### src/shared/prc_pkg.sv
// Package of constants and types for the reset, interrupt and test-mode control block.
`default_nettype none
package prc_pkg;
   // Reference clock rate and the power-up hold-off time.
   localparam int REF_CLK_HZ = 50_000_000;
   localparam int REF_CLK_NS = 20;
   localparam int HOLDOFF_US_X10 = 25;
   // Hold-off in cycles: 2.5 ms at 20 ns, rounded up.
   localparam int HOLDOFF_CYCLES = (HOLDOFF_US_X10 * 100_000 + REF_CLK_NS - 1) / REF_CLK_NS;
   localparam int HOLD_W = 18;
   // Bit position of the interrupt enable in management register 17.
   localparam int IRQ_EN_BIT = 15;
   localparam int MGMT_IRQ_REG = 17;
   // Sequencer states.
   typedef enum logic [1:0] {
      PRC_HOLD,
      PRC_RUN
   } prc_state_t;
endpackage : prc_pkg
`default_nettype wire

### src/rtl/prc_phy_reset_irq_control.sv
// Reset hold-off sequencer, open-drain status interrupt and test-mode select.
`default_nettype none
// How it works
// - Low chip reset resets all logic.
// - Operational only 2.5 ms after reset release.
// - Interrupt pin used only when enable set.
// - Interrupt pin is open drain only.
// - Test enable high selects test mode.

// The chip reset clears every flop at once, without waiting for a clock edge.
// Once it rises, a counter holds the block out of service for the power
// settling time. The count comes from the package and may be shortened by the
// parameter for quick runs, but a real part must keep the full figure.
// All pin inputs cross into the clock domain through two flops each. The
// status pins are treated as one word. A skew of one cycle between them can
// show as two changes, which only raises the same interrupt twice.
// Status changes seen during the hold-off are folded into the baseline, so the
// first status after power-up never raises an interrupt by itself.
// The interrupt pin is open drain: the data bit is tied low and only the
// enable moves. Clearing the enable drops any pending request, so a host that
// turns the interrupt back on starts from a clean state.
// If a change and a service arrive in the same cycle the change wins, so an
// event is never lost to a late acknowledge.
// The interrupt stays asserted until serviced; a level service input simply
// clears it in each cycle it is held, unless a new change sets it in that cycle.
// Test mode follows its pin after the same two-flop crossing.
module prc_phy_reset_irq_control
   import prc_pkg::*;
#(
   parameter int HOLDOFF = HOLDOFF_CYCLES
) (
   input wire logic ref_clk,
   input wire logic rst_n,
   input wire logic irq_enable,
   input wire logic link_up,
   input wire logic speed_100,
   input wire logic full_duplex,
   input wire logic irq_service,
   input wire logic test_enable,
   output logic operational,
   output logic test_mode,
   output logic status_change_irq_out_o,
   output logic status_change_irq_out_oe
);
   // Sequencer state and hold-off counter.
   prc_state_t state;
   logic [HOLD_W-1:0] hold_count;
   // Synchroniser stages, previous status word and the latched request.
   logic [2:0] stat_s1;
   logic [2:0] stat_s2;
   logic [2:0] stat_last;
   logic [1:0] ctl_s1;
   logic [1:0] ctl_s2;
   logic irq_pending;
   logic test_s1;
   logic test_s2;

   // Hold-off ends when the counter reaches the last cycle.
   wire hold_done = (hold_count == HOLD_W'(HOLDOFF - 1));
   wire [2:0] stat_now = stat_s2;
   wire status_change = operational && (stat_now != stat_last);
   wire irq_enabled = ctl_s2[0];
   wire irq_serviced = ctl_s2[1];

   // Synchronise all pins; the first stage feeds only the second.
   always_ff @(posedge ref_clk or negedge rst_n) begin
      if (!rst_n) begin
         stat_s1 <= 3'h0;
         stat_s2 <= 3'h0;
         ctl_s1 <= 2'h0;
         ctl_s2 <= 2'h0;
         test_s1 <= 1'b0;
         test_s2 <= 1'b0;
      end else begin
         stat_s1 <= {link_up, speed_100, full_duplex};
         stat_s2 <= stat_s1;
         ctl_s1 <= {irq_service, irq_enable};
         ctl_s2 <= ctl_s1;
         test_s1 <= test_enable;
         test_s2 <= test_s1;
      end
   end

   // Hold-off sequencer; the delay lets supplies settle before use.
   always_ff @(posedge ref_clk or negedge rst_n) begin
      if (!rst_n) begin
         state <= PRC_HOLD;
         hold_count <= HOLD_W'(0);
      end else begin
         case (state)
            PRC_HOLD: begin
               hold_count <= hold_count + HOLD_W'(1);
               if (hold_done) begin
                  state <= PRC_RUN;
               end
            end
            default: begin
               state <= PRC_RUN;
            end
         endcase
      end
   end

   // Sticky interrupt: a new change wins over a service in the same cycle.
   always_ff @(posedge ref_clk or negedge rst_n) begin
      if (!rst_n) begin
         irq_pending <= 1'b0;
         stat_last <= 3'h0;
      end else begin
         // Track the status word every cycle so that only fresh changes count.
         stat_last <= stat_now;
         if (status_change && irq_enabled) begin
            irq_pending <= 1'b1;
         end else if (irq_serviced || !irq_enabled) begin
            irq_pending <= 1'b0;
         end
      end
   end

   // Outputs; the pad only ever pulls low, an external resistor pulls high.
   always_comb begin
      operational = (state == PRC_RUN);
      test_mode = test_s2;
      status_change_irq_out_o = 1'b0;
      status_change_irq_out_oe = irq_pending && irq_enabled;
   end

   // Reset checks. They carry no disable clause, since they must see the
   // cycles in which the chip reset is low.
   a_reset_hold: assert property (@(posedge ref_clk)
      !rst_n
      |-> ##1 !operational)
      else $error("Operational right after reset.");
   a_reset_count: assert property (@(posedge ref_clk)
      !rst_n
      |-> ##1 (hold_count == HOLD_W'(0)))
      else $error("Hold-off counter not cleared by reset.");

   // Hold-off checks: the run state comes exactly at the end of the count
   // and is kept until the next chip reset.
   a_holdoff_early: assert property (@(posedge ref_clk) disable iff (!rst_n)
      $rose(operational)
      |-> ($past(hold_count) == HOLD_W'(HOLDOFF - 1)))
      else $error("Operational before the hold-off count ended.");
   a_holdoff_end: assert property (@(posedge ref_clk) disable iff (!rst_n)
      (state == PRC_HOLD && hold_done)
      |=> operational)
      else $error("Hold-off did not end on count.");
   a_run_sticky: assert property (@(posedge ref_clk) disable iff (!rst_n)
      operational
      |=> operational)
      else $error("Operational dropped without reset.");
   a_count_step: assert property (@(posedge ref_clk) disable iff (!rst_n)
      (state == PRC_HOLD)
      |=> (hold_count == HOLD_W'($past(hold_count) + 1)))
      else $error("Hold-off counter skipped a cycle.");
   a_quiet_hold: assert property (@(posedge ref_clk) disable iff (!rst_n)
      !operational
      |-> !status_change_irq_out_oe)
      else $error("Interrupt driven during hold-off.");

   // Interrupt pin checks: enable gating and the open-drain form.
   a_irq_gate: assert property (@(posedge ref_clk) disable iff (!rst_n)
      !irq_enabled
      |-> !status_change_irq_out_oe)
      else $error("Interrupt driven while disabled.");
   a_irq_drop: assert property (@(posedge ref_clk) disable iff (!rst_n)
      !irq_enabled
      |=> !irq_pending)
      else $error("Request kept while disabled.");
   a_od_level: assert property (@(posedge ref_clk) disable iff (!rst_n)
      1'b1
      |-> (status_change_irq_out_o == 1'b0))
      else $error("Interrupt pin driven high.");
   a_od_release: assert property (@(posedge ref_clk) disable iff (!rst_n)
      !irq_pending
      |-> !status_change_irq_out_oe)
      else $error("Interrupt pin pulled with no request.");

   // Test mode follows the pin two edges late in both directions.
   a_test_sel: assert property (@(posedge ref_clk) disable iff (!rst_n)
      $rose(test_mode)
      |-> $past(test_enable, 2))
      else $error("Test mode entered with pin low.");
   a_test_clear: assert property (@(posedge ref_clk) disable iff (!rst_n)
      $fell(test_mode)
      |-> !$past(test_enable, 2))
      else $error("Test mode left with pin high.");

   // Sticky request: set on change, held until serviced, cleared by service.
   a_irq_set: assert property (@(posedge ref_clk) disable iff (!rst_n)
      (status_change && irq_enabled)
      |=> irq_pending)
      else $error("Status change lost.");
   a_irq_hold: assert property (@(posedge ref_clk) disable iff (!rst_n)
      (irq_pending && irq_enabled && !irq_serviced)
      |=> irq_pending)
      else $error("Interrupt dropped unserviced.");
   a_irq_clear: assert property (@(posedge ref_clk) disable iff (!rst_n)
      (irq_serviced && !status_change)
      |=> !irq_pending)
      else $error("Service did not clear the request.");

   // Main scenarios: run, raise, service, test mode and a change racing a service.
   c_run: cover property (@(posedge ref_clk) disable iff (!rst_n)
      $rose(operational));
   c_irq: cover property (@(posedge ref_clk) disable iff (!rst_n)
      $rose(status_change_irq_out_oe));
   c_service: cover property (@(posedge ref_clk) disable iff (!rst_n)
      irq_pending ##1 !irq_pending);
   c_test: cover property (@(posedge ref_clk) disable iff (!rst_n)
      $rose(test_mode));
   c_set_wins: cover property (@(posedge ref_clk) disable iff (!rst_n)
      status_change && irq_enabled && irq_serviced);
endmodule : prc_phy_reset_irq_control
`default_nettype wire

### config.mk
export PLATFORM = sky130hd
export DESIGN_NAME = prc_phy_reset_irq_control
export DESIGN_NICKNAME = d
export VERILOG_FILES = /design/src/shared/prc_pkg.sv /design/src/rtl/prc_phy_reset_irq_control.sv
export SDC_FILE = /design/constraint.sdc
export NUM_CORES = 1
export LEC_CHECK = 0
export ABC_CLOCK_PERIOD_IN_PS = 2300
export BUFFER_PORTS_ARGS = -buffer_cell sky130_fd_sc_hd__buf_4
export CAP_MARGIN = 15
export CORE_AREA = 2 2 69 51
export DETAILED_ROUTE_END_ITERATION = 7
export DIE_AREA = 0 0 71 53
export PLACE_DENSITY_LB_ADDON = 0.3
export SLEW_MARGIN = 20
export SYNTH_ARGS = -nofsm -noshare
export SYNTH_HDL_FRONTEND = slang
export SYNTH_SLANG_ARGS = --single-unit
### constraint.sdc
create_clock -name ref_clk -period 2.3 [get_ports ref_clk]
set_input_delay 0.115 -clock ref_clk [delete_from_list [all_inputs] [get_ports ref_clk]]
set_output_delay 0.115 -clock ref_clk [all_outputs]
set_load 0.03 [all_outputs]
* After elaboration in Yosys (flattened, before gate mapping)
Cells that the tools add are included.
** Word-level totals
- Register bits :: 36
- Word-level logic and storage cells :: 26
- Output and inout port bits :: 4
- Input port bits :: 8
** Cells by class
- $add $sub $neg :: 1
- Muxes and demuxes :: 4
- Reductions and logical operators :: 7
- Equality and inequality tests :: 4
** Operator list (count)
- 18-bit by 1-bit adder with 18-bit output (second input constant) :: 1
- 18-bit by 17-bit equality test with 1-bit output (second input constant) :: 1
- 2-bit 2-to-1 mux :: 2
- 1-bit logical AND :: 3
- 3-bit inequality test :: 1
- 2-bit by 1-bit equality test with 1-bit output (second input constant) :: 1
- 2-bit logical NOT :: 1
- 1-bit 2-to-1 mux :: 2
- 2-bit inequality test (second input constant) :: 1
- 2-bit nonzero test :: 1
- 1-bit logical NOT :: 1
- 1-bit logical OR :: 1

* Logic depth before layout (Yosys ltp)
- Depth in word-level cells :: 4
- Mapped depth :: 5
- Gate-level depth less buffers :: 5

* Worst setup path before layout
No wires, ideal clock.
- Path kind :: flip-flop to flip-flop
- Start point :: register state[0]
- End point :: register hold_count[14]
- Setup time :: 123 ps
- Setup slack :: 821 ps
- Arrival :: 1357 ps
- Buffers on the path :: 0
- Cell stages (with the launch flop) :: 5
- Period minus slack after synthesis :: 1479 ps
- Data required time :: 2177 ps
- Cells stage by stage :: dfrtp_1 nand4b_4 nor4_4 nand3_1 xnor2_1
** On the way
- Longest elaborated chain between the ends :: 1
** RTL lines
- start: declaration :: line prc_phy_reset_irq_control.sv:46 : prc_state_t state;
- start signal: assignment :: line prc_phy_reset_irq_control.sv:87 : state <= PRC_HOLD;
- start signal: assignment :: line prc_phy_reset_irq_control.sv:94 : state <= PRC_RUN;
- start signal: assignment :: line prc_phy_reset_irq_control.sv:98 : state <= PRC_RUN;
- 2-bit logical NOT :: line prc_phy_reset_irq_control.sv:90 : case (state)
- end signal: assignment :: line prc_phy_reset_irq_control.sv:92 : hold_count <= hold_count + HOLD_W'(1);
- end: declaration :: line prc_phy_reset_irq_control.sv:47 : logic [HOLD_W-1:0] hold_count;
No other way between the ends.
A chain may end at the register's enable or synchronous reset.

* Final worst setup path
- Start point :: register hold_count[0]
- End point :: register hold_count[16]
** On the way
- Longest elaborated chain between the ends :: 1
** RTL lines (line)
- 18-bit by 1-bit adder with 18-bit output :: prc_phy_reset_irq_control.sv:92
No other way between the ends.

==> run_results.csv <==
group,metric,value,unit
finish,fin_cells,158,
clock_tree,root_buffer,"clkbuf_8",
logic_synthesis,ys_warn_count,0,
hold_path,hp-class,"input port to async pin",
clock_tree,cts_tree,"done",
placement,placed_cell_area,1460,sq um
floorplanning,rows,17,
floorplanning,die_w,71,um
grt,grt_max_degree,36,
placement,dpl.hpwl,1.45,mm
clock_tree,htree_num_levels,2,
sta,fmax,660,MHz
floorplanning,dieHeight,53,um
routing,drtIter0Drc,37,
outcome,status,"completed",
finish,area_growth,20.1,%
setup_path,endpoint_kind,"flip-flop",
grt,track_usage,13.8,%
setup_path,crit_family,"simple AND/OR/NAND/NOR gates",
logic_synthesis,yosysUniqueCellTypes,25,
sta,post-route-period-util,65.8,%
sta,hold_viol,0,
grt,antenna_found_initial,0,
logic_synthesis,synth_area,1340,sq um
logic_synthesis,synth-seq-cells,35,
power,pwr-share-comb,3.5,%
placement,gp_congestion,0.847,
routing,drtPass1Iterations,4,
finish,fillerInstances,255,
routing,ant_nets,0,
setup_path,worst-path-buf-inv,0,
setup_path,start_kind,"flip-flop",
sta,fin_tns_setup,0,ps
logic_synthesis,syn-num-nets,105,
power,power_density,682,nW/um^2
power,switchingPower,240,uW
logic_synthesis,avgSynthCellArea,14.0,sq um
power,p_int,859,uW
power,clkPwrFrac,38.8,%
floorplanning,core,3080,sq um
clock_tree,clkTransAtPathRegs,70,ps
clock_tree,numClockSinks,35,
routing,via_per_inst,4.77,
clock_tree,clockBufferDepth,2,
placement,place.port_buffers,10,
power,p_leak,0.000807,uW
logic_synthesis,yosysSeqAreaShare,65.3,%
setup_path,crit_chain,"ha_1 > nand4b_4 > nor4_4 > nand3_1 > xnor2_1",
grt,grt_pass1_vias,768,
finish,antenna_cells,0,
floorplanning,die_area,3760,sq um
finish,nets,128,
floorplanning,initial_core_util,43.5,%
setup_path,slowest_delay,380,ps
routing,drc_errors,0,
power,seqPwrFrac,57.7,%
logic_synthesis,syn_inst,96,
sta,finalSetupViolCount,0,
setup_path,cp_slowest_cell,"dfrtp_1",
setup_path,crit_required,2480,ps
sta,rsz0062_at_grt,"no",
finish,drive_above_1_share,20.0,%
grt,grt_remaining_overflow,0,
sta,report.final.slew_viol_count,0,
sta,clock_skew,7.40,ps
placement,dp_cells,143,
routing,num_vias,753,
grt,grt_pass1_wl,3.66,mm
setup_path,cp.arrival,1690,ps
setup_path,crit_type,"flip-flop to flip-flop",
floorplanning,io_pins,12,
sta,period_needed,1510,ps
routing,routed_wl,2.11,mm
power,swShare,21.8,%
setup_path,critical_path.max_fanout,4,
power,irDropWorstVdd,0.543,mV
finish,stdcell_area,1610,sq um
clock_tree,numCtsBuffers,5,
clock_tree,worstSkewPairLatency,290,ps
routing,wl_per_cell,13.4,um
run,drv_cap,0,
[cell usage after synthesis]
| cell | n | area share [%] |
|---|---|---|
| xor2_1 | 11 | 7.2 |
| o21bai_1 | 1 | 0.56 |
| nand4_1 | 2 | 0.93 |
| nor4_1 | 2 | 0.93 |
| nand3_1 | 5 | 1.9 |
| a21boi_0 | 1 | 0.56 |
| nor2_1 | 5 | 1.4 |
| buf_4 | 1 | 0.56 |
| and2_1 | 1 | 0.47 |
| or2_2 | 1 | 0.47 |
| o31ai_1 | 1 | 0.56 |
| nand2_1 | 4 | 1.1 |
| nand4_2 | 1 | 0.93 |
| mux2_2 | 1 | 0.84 |
| and4b_1 | 2 | 1.5 |
| conb_1 | 1 | 0.28 |
| inv_1 | 2 | 0.56 |
| ha_1 | 1 | 0.93 |
| nor3_2 | 2 | 1.5 |
| xnor2_1 | 9 | 5.9 |
| nor4_4 | 1 | 1.6 |
| and3_1 | 3 | 1.4 |
| nand4b_4 | 1 | 1.8 |
| nand2b_1 | 2 | 0.93 |
| dfrtp_1 | 35 | 65 |
[area by class of cell]
| cell class | instances | area [sq um] | area share (%) |
|---|---|---|---|
| Clock buffer | 6 | 72.6 | 4.50 |
| Clock inverter | 2 | 12.5 | 0.776 |
| Inverter | 2 | 7.51 | 0.466 |
| Multi-Input combinational cell | 58 | 450 | 28.0 |
| Sequential cell | 35 | 876 | 54.3 |
| Tap cell | 38 | 47.5 | 2.95 |
| Timing Repair Buffer | 17 | 145 | 9.01 |
[flip-flops by register name (all words and copies together), names as in the netlist]
signal,flops
stat_last,3
test_mode,1
ctl_s1,2
hold_count,18
state,1
test_s1,1
stat_now,3
irq_pending,1
stat_s1,3
ctl_s2,2
[power by group through the flow]
stage	logic [uW]	registers [uW]	clock network, uW
after detailed placement	30.3	646	0
after floorplan	7.02	646	0
after global routing	43.0	635	466
final	38.6	634	426
after global placement	29.7	645	0
after CTS	39.6	634	439
[path summary, 6_finish.rpt]
kind,start,to,slack [ps],depth (start not counted)
worst max-delay path,hold_count[0],hold_count[16],790,5
worst min-delay path,rst_n,ctl_s1[1],300,2
worst max register to register,hold_count[0],hold_count[16],790,5
worst min register to register,stat_s1[0],stat_now[0],350,0
max in group asynchronous,rst_n,state[0],1690,2
min in group ref_clk,stat_s1[0],stat_now[0],350,0
[routing by layer]
metal	global-route usage, %	part of all wire, %
met3	5.71	4.0
met5	0	0
met4	8.49	2.1
met2	19.3	43
met1	17.7	51
[cells in the final DEF, fill, tap and decap left out]
cell	n
clkinvlp_4	1
nand2b_1	2
nor4_4	1
inv_1	2
o21bai_1	1
conb_1	1
buf_4	10
nand2_1	4
or2_2	1
ha_1	1
dfrtp_1	35
clkbuf_1	1
nand4_2	1
mux2_2	1
clkinv_2	1
o31ai_1	1
clkbuf_8	5
and2_1	1
xor2_1	11
nand4b_4	1
nor2_1	5
nand4_1	2
nand3_1	5
and3_1	3
a21boi_0	1
nor4_1	2
and4b_1	2
xnor2_1	9
dlygate4sd3_1	7
nor3_2	2
[through the flow]
step	setup WS (ps)	power (uW)	utilization, %	hold WS, ps
floorplan	821	653	-	-181
global placement	789	674	47.2	77.9
detailed placement	782	676	47.2	85.4
CTS	775	1110	52.3	314
global route	655	1140	52.3	341
finish	786	1100	52.3	300
[repair_timing]
action,4_1_cts,5_1_grt
hold buffers,7,0
buffers inserted,0,0
gates resized for setup,0,0
endpoints found under the hold margin,41,0
[worst register-to-register path, delay by kind of cell (launching register included)]
kind | cells | cell delay (ps)
xor+xnor | 1 | 140
flops | 1 | 380
fa+ha+maj | 1 | 240
simple gates | 3 | 650
[kinds of logic (layout without fill, tap and decap cells)]
kind of cell / count (synthesis) / count (layout) / share of synthesized area, %
adder cells (fa/ha/maj): 1 / 1 / 0.933
XOR/XNOR: 20 / 20 / 13.1
buffers and inverters: 3 / 27 / 1.12
other: 1 / 1 / 0.280
multiplexers: 1 / 1 / 0.839
AND/OR/NAND/NOR: 32 / 32 / 16.8
AO/OA/AOI/OAI: 3 / 3 / 1.68
flip-flops: 35 / 35 / 65.3
Note: power is estimated with default switching activity, not from simulation.
